[src/include/sync_serial_port_consts.vh]
// Constants shared by the synchronous serial port design files.
// Operation
// The port talks to its peripheral over four wires: serial clock, frame or select, data out and data in.
// Three frame formats are selectable: SPI style, three-wire command and response, and synchronous serial frame.
// The frame length is programmable from 4 to 16 bits, both limits included.
// Incoming serial bits are gathered into parallel words and queued words are shifted out on the data line.
// Transmit and receive paths each have their own FIFO of eight 16-bit words.
// The port works either as master, making clock and frame timing, or as slave following an external master.
// As a slave the port can keep its data output undriven so several slaves can share one receive line.
// As master the serial clock comes from the input clock through a prescaler and then a bit-rate divider.
// As slave the external master supplies clock and frame and keeps its bit rate within what the port can sample.
`ifndef SYNC_SERIAL_PORT_CONSTS_VH
`define SYNC_SERIAL_PORT_CONSTS_VH
// ----------------------------------------
// Word and FIFO geometry
// ----------------------------------------
`define SSP_WORD_W 16
`define SSP_FIFO_DEPTH 8
`define SSP_FIFO_AW 3
`define SSP_FIFO_CW 4
// ----------------------------------------
// Frame formats and size limits
// ----------------------------------------
`define SSP_FMT_SPI 2'h0
`define SSP_FMT_CMD 2'h1
`define SSP_FMT_SSF 2'h2
`define SSP_SIZE_MIN 5'h04
`define SSP_SIZE_MAX 5'h10
`define SSP_CMD_BITS 5'h08
`endif

[src/hdl/sync_serial_port.v]
// Synchronous serial port: master or slave shifter between two word FIFOs.
`timescale 1ns/1ps
`include "sync_serial_port_consts.vh"
module sync_serial_port (
  input wire core_clk_in,
  input wire reset_in,
  input wire enable_in,
  input wire master_in,
  input wire out_disable_in,
  input wire [1:0] format_in,
  input wire [4:0] frame_bits_in,
  input wire [7:0] prescale_in,
  input wire [7:0] bit_div_in,
  input wire [15:0] tx_data_in,
  input wire tx_valid_in,
  output reg tx_ready_out,
  output reg [15:0] rx_data_out,
  output reg rx_valid_out,
  input wire rx_ready_in,
  output reg [3:0] tx_level_out,
  output reg [3:0] rx_level_out,
  output reg busy_out,
  output reg sclk_out,
  output reg sclk_oe_out,
  input wire sclk_in,
  output reg frame_out,
  output reg frame_oe_out,
  input wire frame_in,
  output reg txd_out,
  output reg txd_oe_out,
  input wire rxd_in
);
  localparam [2:0] ST_IDLE = 3'b001;
  localparam [2:0] ST_SHIFT = 3'b010;
  localparam [2:0] ST_DONE = 3'b100;
  reg [2:0] state_reg;
  reg [7:0] pre_cnt_reg;
  reg [7:0] div_cnt_reg;
  reg phase_reg;
  reg [4:0] bit_cnt_reg;
  reg [4:0] len_reg;
  reg [15:0] tx_sh_reg;
  reg [15:0] rx_sh_reg;
  reg sclk_d_reg;
  reg frame_d_reg;
  reg rx_push_reg;
  wire [15:0] txf_data;
  wire txf_valid;
  wire txf_ready;
  wire rxf_ready;
  wire [15:0] rxf_data;
  wire rxf_valid;
  wire [3:0] txf_level;
  wire [3:0] rxf_level;
  wire tick;
  wire rise;
  wire fall;
  wire [4:0] eff_len;
  // ----------------------------------------
  // Helpers
  // ----------------------------------------
  // Clamp a programmed frame length into the legal range.
  function [4:0] clamp_len;
    input [4:0] n;
    begin
      if (n < `SSP_SIZE_MIN) begin
        clamp_len = `SSP_SIZE_MIN;
      end else if (n > `SSP_SIZE_MAX) begin
        clamp_len = `SSP_SIZE_MAX;
      end else begin
        clamp_len = n;
      end
    end
  endfunction
  assign eff_len = clamp_len(frame_bits_in);
  // ----------------------------------------
  // FIFOs
  // ----------------------------------------
  // Transmit FIFO fed by the user, drained by the shifter in master mode only.
  ssp_fifo u_tx_fifo (
    .core_clk_in(core_clk_in),
    .reset_in(reset_in),
    .wr_data_in(tx_data_in),
    .wr_valid_in(tx_valid_in && tx_ready_out),
    .wr_ready_out(txf_ready),
    .rd_data_out(txf_data),
    .rd_valid_out(txf_valid),
    .rd_ready_in(state_reg == ST_IDLE && enable_in && master_in),
    .level_out(txf_level)
  );
  // Receive FIFO fed by the shifter; a full FIFO with a stalled reader drops the newest word.
  ssp_fifo u_rx_fifo (
    .core_clk_in(core_clk_in),
    .reset_in(reset_in),
    .wr_data_in(rx_sh_reg),
    .wr_valid_in(rx_push_reg),
    .wr_ready_out(rxf_ready),
    .rd_data_out(rxf_data),
    .rd_valid_out(rxf_valid),
    .rd_ready_in(!rx_valid_out || rx_ready_in),
    .level_out(rxf_level)
  );
  // ----------------------------------------
  // Clock generation and edge detection
  // ----------------------------------------
  // Master bit clock: prescaler then bit divider; each tick toggles the serial clock phase.
  assign tick = (pre_cnt_reg == 8'h00) && (div_cnt_reg == 8'h00);
  assign rise = master_in ? (tick && !phase_reg) : (sclk_in && !sclk_d_reg);
  assign fall = master_in ? (tick && phase_reg) : (!sclk_in && sclk_d_reg);
  // ----------------------------------------
  // Shifter and frame control
  // ----------------------------------------
  // Data changes on falling edges and is sampled on rising edges in every format.
  always @(posedge core_clk_in or posedge reset_in) begin
    if (reset_in) begin
      state_reg <= ST_IDLE;
      pre_cnt_reg <= 8'h00;
      div_cnt_reg <= 8'h00;
      phase_reg <= 1'b0;
      bit_cnt_reg <= 5'h00;
      len_reg <= 5'h04;
      tx_sh_reg <= 16'h0000;
      rx_sh_reg <= 16'h0000;
      sclk_d_reg <= 1'b0;
      frame_d_reg <= 1'b1;
      rx_push_reg <= 1'b0;
    end else begin
      sclk_d_reg <= sclk_in;
      frame_d_reg <= frame_in;
      rx_push_reg <= 1'b0;
      if (state_reg == ST_IDLE || pre_cnt_reg == 8'h00) begin
        pre_cnt_reg <= prescale_in;
      end else begin
        pre_cnt_reg <= pre_cnt_reg - 8'h01;
      end
      if (state_reg == ST_IDLE) begin
        div_cnt_reg <= bit_div_in;
      end else if (pre_cnt_reg == 8'h00) begin
        div_cnt_reg <= (div_cnt_reg == 8'h00) ? bit_div_in : div_cnt_reg - 8'h01;
      end
      if (tick && state_reg != ST_IDLE) begin
        phase_reg <= !phase_reg;
      end
      case (state_reg)
        ST_IDLE: begin
          phase_reg <= 1'b0;
          bit_cnt_reg <= 5'h00;
          len_reg <= eff_len;
          // Clearing here keeps bits of an earlier, longer frame out of the next word.
          rx_sh_reg <= 16'h0000;
          if (enable_in && master_in && txf_valid) begin
            tx_sh_reg <= txf_data << (5'h10 - eff_len);
            state_reg <= ST_SHIFT;
          end else if (enable_in && !master_in && !frame_in && frame_d_reg) begin
            tx_sh_reg <= txf_valid ? txf_data << (5'h10 - eff_len) : 16'h0000;
            state_reg <= ST_SHIFT;
          end
        end
        ST_SHIFT: begin
          if (rise) begin
            rx_sh_reg <= {rx_sh_reg[14:0], rxd_in};
            bit_cnt_reg <= bit_cnt_reg + 5'h01;
          end
          if (fall) begin
            tx_sh_reg <= {tx_sh_reg[14:0], 1'b0};
            if (bit_cnt_reg == len_reg) begin
              state_reg <= ST_DONE;
            end
          end
          if (!enable_in || (!master_in && frame_in)) begin
            state_reg <= ST_DONE;
          end
        end
        ST_DONE: begin
          rx_push_reg <= rxf_ready && (bit_cnt_reg == len_reg);
          state_reg <= ST_IDLE;
        end
        default: begin
          state_reg <= ST_IDLE;
        end
      endcase
    end
  end
  // ----------------------------------------
  // Registered outputs
  // ----------------------------------------
  // Pin drive follows role, format and the slave output disable.
  always @(posedge core_clk_in or posedge reset_in) begin
    if (reset_in) begin
      sclk_out <= 1'b0;
      sclk_oe_out <= 1'b0;
      frame_out <= 1'b1;
      frame_oe_out <= 1'b0;
      txd_out <= 1'b0;
      txd_oe_out <= 1'b0;
      tx_ready_out <= 1'b0;
      rx_data_out <= 16'h0000;
      rx_valid_out <= 1'b0;
      tx_level_out <= 4'h0;
      rx_level_out <= 4'h0;
      busy_out <= 1'b0;
    end else begin
      sclk_out <= (state_reg == ST_SHIFT) && phase_reg;
      sclk_oe_out <= master_in && enable_in;
      case (format_in)
        `SSP_FMT_SSF: frame_out <= !((state_reg == ST_IDLE) && master_in && txf_valid);
        `SSP_FMT_CMD: frame_out <= (state_reg == ST_IDLE);
        default: frame_out <= (state_reg == ST_IDLE);
      endcase
      frame_oe_out <= master_in && enable_in;
      txd_out <= tx_sh_reg[15];
      if (master_in) begin
        // Command format sends only the command bits; afterwards the line is released.
        txd_oe_out <= enable_in && !((format_in == `SSP_FMT_CMD) && (bit_cnt_reg >= `SSP_CMD_BITS)
          && (state_reg == ST_SHIFT));
      end else begin
        txd_oe_out <= enable_in && !out_disable_in && (state_reg == ST_SHIFT);
      end
      tx_ready_out <= txf_ready && !(tx_valid_in && tx_ready_out && txf_level == 4'h7);
      if (!rx_valid_out || rx_ready_in) begin
        rx_valid_out <= rxf_valid;
        rx_data_out <= rxf_data;
      end
      tx_level_out <= txf_level;
      rx_level_out <= rxf_level;
      busy_out <= (state_reg != ST_IDLE) || txf_valid;
    end
  end
endmodule // sync_serial_port

[src/hdl/ssp_fifo.v]
// Eight-word FIFO with registered read data and valid/ready on both sides.
`timescale 1ns/1ps
`include "sync_serial_port_consts.vh"
module ssp_fifo (
  input wire core_clk_in,
  input wire reset_in,
  input wire [`SSP_WORD_W-1:0] wr_data_in,
  input wire wr_valid_in,
  output wire wr_ready_out,
  output reg [`SSP_WORD_W-1:0] rd_data_out,
  output reg rd_valid_out,
  input wire rd_ready_in,
  output wire [`SSP_FIFO_CW-1:0] level_out
);
  reg [`SSP_WORD_W-1:0] mem_reg [0:`SSP_FIFO_DEPTH-1];
  reg [`SSP_FIFO_AW-1:0] wr_ptr_reg;
  reg [`SSP_FIFO_AW-1:0] rd_ptr_reg;
  reg [`SSP_FIFO_CW-1:0] count_reg;
  wire push;
  wire pop;
  wire load;
  // ----------------------------------------
  // Handshake terms
  // ----------------------------------------
  // A word moves from the array to the output register when that register is free.
  assign wr_ready_out = (count_reg != `SSP_FIFO_DEPTH);
  assign push = wr_valid_in && wr_ready_out;
  assign load = (count_reg != 4'h0) && (!rd_valid_out || rd_ready_in);
  assign pop = rd_valid_out && rd_ready_in;
  assign level_out = count_reg;
  // Storage array write port.
  always @(posedge core_clk_in) begin
    if (push) begin
      mem_reg[wr_ptr_reg] <= wr_data_in;
    end
  end
  // Pointers, count and the registered output stage.
  always @(posedge core_clk_in or posedge reset_in) begin
    if (reset_in) begin
      wr_ptr_reg <= 3'h0;
      rd_ptr_reg <= 3'h0;
      count_reg <= 4'h0;
      rd_valid_out <= 1'b0;
      rd_data_out <= 16'h0000;
    end else begin
      if (push) begin
        wr_ptr_reg <= wr_ptr_reg + 3'h1;
      end
      if (load) begin
        rd_ptr_reg <= rd_ptr_reg + 3'h1;
        rd_data_out <= mem_reg[rd_ptr_reg];
        rd_valid_out <= 1'b1;
      end else if (pop) begin
        rd_valid_out <= 1'b0;
      end
      count_reg <= count_reg + {3'h0, push} - {3'h0, load};
    end
  end
endmodule // ssp_fifo

[config.mk]
export PLATFORM = sky130hd
export DESIGN_NAME = sync_serial_port
export DESIGN_NICKNAME = d
export VERILOG_FILES = /design/src/hdl/sync_serial_port.v /design/src/hdl/ssp_fifo.v
export VERILOG_INCLUDE_DIRS = /design/src /design/src/include
export SDC_FILE = /design/constraint.sdc
export NUM_CORES = 1
export LEC_CHECK = 0
export BUFFER_PORTS_ARGS = -buffer_cell sky130_fd_sc_hd__buf_2
export CAP_MARGIN = 20
export CORE_MARGIN = 2
export CORE_UTILIZATION = 59
export DETAILED_ROUTE_END_ITERATION = 10
export HOLD_SLACK_MARGIN = 0.05
export PLACE_DENSITY = 0.77
export SLEW_MARGIN = 10
export SYNTH_ARGS = -nofsm -noshare
export SYNTH_HDL_FRONTEND = slang
export SYNTH_HIERARCHICAL = 1
export SYNTH_SLANG_ARGS = --single-unit
export TNS_END_PERCENT = 50
[constraint.sdc]
create_clock -name core_clk_in -period 6.7 [get_ports core_clk_in]
set_input_delay 1.34 -clock core_clk_in [delete_from_list [all_inputs] [get_ports core_clk_in]]
set_output_delay 1.34 -clock core_clk_in [all_outputs]
set_load 0.02 [all_outputs]
==> out/summary.md <==
### Routing
- via/cell ratio: 6.025
- antenna violation net count after detailed routing: 0
- routed len/inst: 20.99 um
- DR DRC count: 0
- routed wire length: 36540 um
- 1st-iter DRT viols: 766
- via total after detailed routing: 10490
- number of search-and-repair iterations in the first detailed-routing pass: 5

### Global routing
- global route overflow: 0
- number of antenna violations at the first check in global routing: 0
- global routing usage summed across all routing layers: 0.2394
- via count of the first global-routing pass: 10730
- largest net degree at the start of global routing: 67
- global-route wire length before repair: 57860 um

### Critical path
- Crit. End Element: flip-flop
- Worst Setup Path Type: input pin to flip-flop
- cell type group with the largest total delay on the critical path: simple AND/OR/NAND/NOR gates
- CP Data Required Time: 7.14 ns
- arrival time at the worst endpoint: 4.67 ns
- Slowest Stage Delay on Critical Path: 0.65 ns
- CP Buf/Inv Count: 3
- startpoint type of the worst setup path: input pin
- CP max-delay cell: nor2_1
- Critical Path, Cell by Cell: buf_2, o21bai_1, nor2_2, buf_4, inv_1, ha_1, nand2b_1, nand3b_1, nor2_1, o31ai_1, a311o_1, a41oi_1
- highest fanout seen on the critical path: 20

### Logic synthesis
- FFs w/ async S/R, synth: 0.3710
- Post-Syn Nets: 1309
- combined area of all synthesized cells: 17640 um2
- Post-synth EDFFs: 256
- ranking of synthesized cells by area: edfxtp_1 44%, dfrtp_1 21%, mux2_2 5.4%
- number of cells produced by synthesis: 1235
- distinct cell type count of the synthesized netlist: 76
- top flip-flop cell by instance count after synthesis: edfxtp_1
- post-synthesis average cell area: 14.28 um2
- register area share after synthesis: 0.6503
- number of storage elements in the synthesis netlist: 407
- area share of the largest cell type after synthesis: 0.4358
- cell type contributing the most total cell area after synthesis: edfxtp_1
- Yosys warnings: 6

### Place
- Post-DP HPWL: 21860 um
- PortBufs: 81
- global placer's final weighted congestion: 0.8953
- placement-stage cell area: 18360 um2

### Die
- effective utilization at floorplan: 0.5967
- row count: 63
- placeable core area: 29560 um2
- die area: 31300 um2
- die outline height: 176.9 um
- I/O pin count: 82
- Die X: 176.9 um

### Layout
- multi-input logic area: 5683 um2
- area added between synthesis and finish: 12.31%
- post-route cell area: 19810 um2
- ant diodes: 0
- most common library cell in the layout ignoring fill and taps: edfxtp_1
- number of filler instances in the final layout: 2059
- number of nets in the layout: 1391
- highest-count cells in the layout ignoring fill and taps: 256 x edfxtp_1, 145 x dfrtp_1, 85 x mux2_2
- Reg area: 11470 um2
- fraction of layout instances using a drive strength above 1: 0.2369

### Timing
- remaining max-slew budget at the tightest pin: 0.2972
- Peak Freq: 236.7 MHz
- hold violation count in the final report: 0
- final worst clock skew: 0.01446 ns
- sum of negative setup slack: 0 ns
- Final setup viols: 0
- Worst Max-Slew Pin Slew: 1.051 ns
- period utilization: 0.6306
- total count of max-transition violations in the final report: 0
- final worst path period need: 4.225 ns
- setup repair after global routing missed its margin: false

### Clock network
- Clock H-tree levels: 2
- Clock Latency Late Sink: 0.53 ns
- Max clock buf depth: 3
- # clock sinks: 407
- Clock transition at path regs: 0.06 ns
- root buffer cell: clkbuf_16
- number of hold-repair buffers added at the cts stage: 0
- TritonCTS Buffers: 42
- post-CTS setup repair buffer count: 0
- CTS tree: done
- number of instances resized during post-cts repair: 0

### Run
- number of violations of the max-capacitance limit: 0

### Status
- result of the run: finished, final reports clean

### Power and ir drop
- Pwr Density: 410.9 nW/um2
- Max IR drop VDD: 0.2752 mV
- leakage power: 0.007656 uW

### Min path
- hold crit path type: flip-flop to flip-flop

## stage by stage
step | setup WS (ns) | cells | hold WS [ns] | util | total power, uW
4_1_cts | 2.516 | 1741 | 0.3944 | 0.6702 | 8194
3_5_place_dp | 1.978 | 1663 | 0.3762 | 0.6212 | 5761
5_1_grt | 2.163 | 1741 | 0.4007 | 0.6702 | 8541
2_1_floorplan | 2.833 | 1235 | 0.3537 | - | 5174
6_report | 2.475 | 1741 | 0.3897 | 0.6702 | 8141
3_3_place_gp | 2.041 | 1663 | 0.3610 | 0.6212 | 5695
## path summary, 6_finish.rpt
check,startpoint,slack (ns),end,cells past startpoint
max,frame_bits_in[4],2.47,tx_sh_reg[13],12
min,u_rx_fifo/level_out[2],0.39,rx_level_out[2],0
max reg2reg,pre_cnt_reg[0],3.74,rx_sh_reg[15],8
min reg2reg,u_rx_fifo/level_out[2],0.39,rx_level_out[2],0
max in group asynchronous,reset_in,4.67,rx_data_out[10],3
min in group asynchronous,reset_in,0.94,bit_cnt_reg[3],2
## where the power goes
part	switching, uW	internal, uW	leakage, uW	total [uW]
logic	1270	957	0.00276	2230
clock network	940	1480	0.000707	2420
registers	361	3130	0.00419	3490
## cells by family after synthesis
family,Yosys count,synth area share
AND/OR/NAND/NOR,271,0.07859
flip-flops,407,0.6503
multiplexers,170,0.1112
buffers and inverters,99,0.03100
XOR/XNOR,26,0.01291
adder cells (fa/ha/maj),25,0.01858
AO/OA/AOI/OAI,237,0.09746
## final cells by class
type,instances,area share
Clock buffer,61,0.06025
Clock inverter,17,0.01282
Inverter,29,0.005621
Multi-Input combinational cell,729,0.2869
Sequential cell,407,0.5791
Tap cell,390,0.02463
Timing Repair Buffer,108,0.03069
## layer usage
| metal | share of wire | up-vias | GRT usage |
|---|---|---|---|
| met2 | 0.54 | 291 | 0.4479 |
| met1 | 0.39 | 5263 | 0.2862 |
| met3 | 0.044 | 77 | 0.03393 |
| li1 | - | 4859 | - |
| met4 | 0.025 | 0 | 0.07059 |
| met5 | 0 | - | 0 |
## cells in the mapped netlist (4+ instances only)
library cell and number:
clkbuf_1 33, o2111ai_1 4, edfxtp_1 256, a31oi_1 10, xor2_1 15, buf_4 6, and2_1 7, mux2_2 85
ha_1 23, a22oi_1 6, nand4_1 5, o21ai_1 5, nand2_1 77, nor2_1 54, o21ai_0 53, mux2_1 4
xnor2_1 11, o31ai_1 17, nand3_1 47, o31ai_2 21, o22ai_1 33, mux2i_1 68, nand2b_1 21, nand3b_1 4
dfstp_2 4, inv_1 27, dfrtp_1 147, a21oi_1 20, buf_6 15, buf_2 12, a32oi_1 5, mux4_2 11
nor4_1 5, a22o_1 32, nor3b_1 7, nor3_1 15, nor2b_1 4
## worst register-to-register path: stages, from the launching register on
cell and delay [ns]:
dfrtp_1 0.40, inv_1 0.10, ha_1 0.15, nor3b_1 0.43
nand4_1 0.28, o21ai_1 0.21, buf_4 0.31, nand2_1 0.55
a31o_1 0.41
Power figures use the tool's default switching activity.
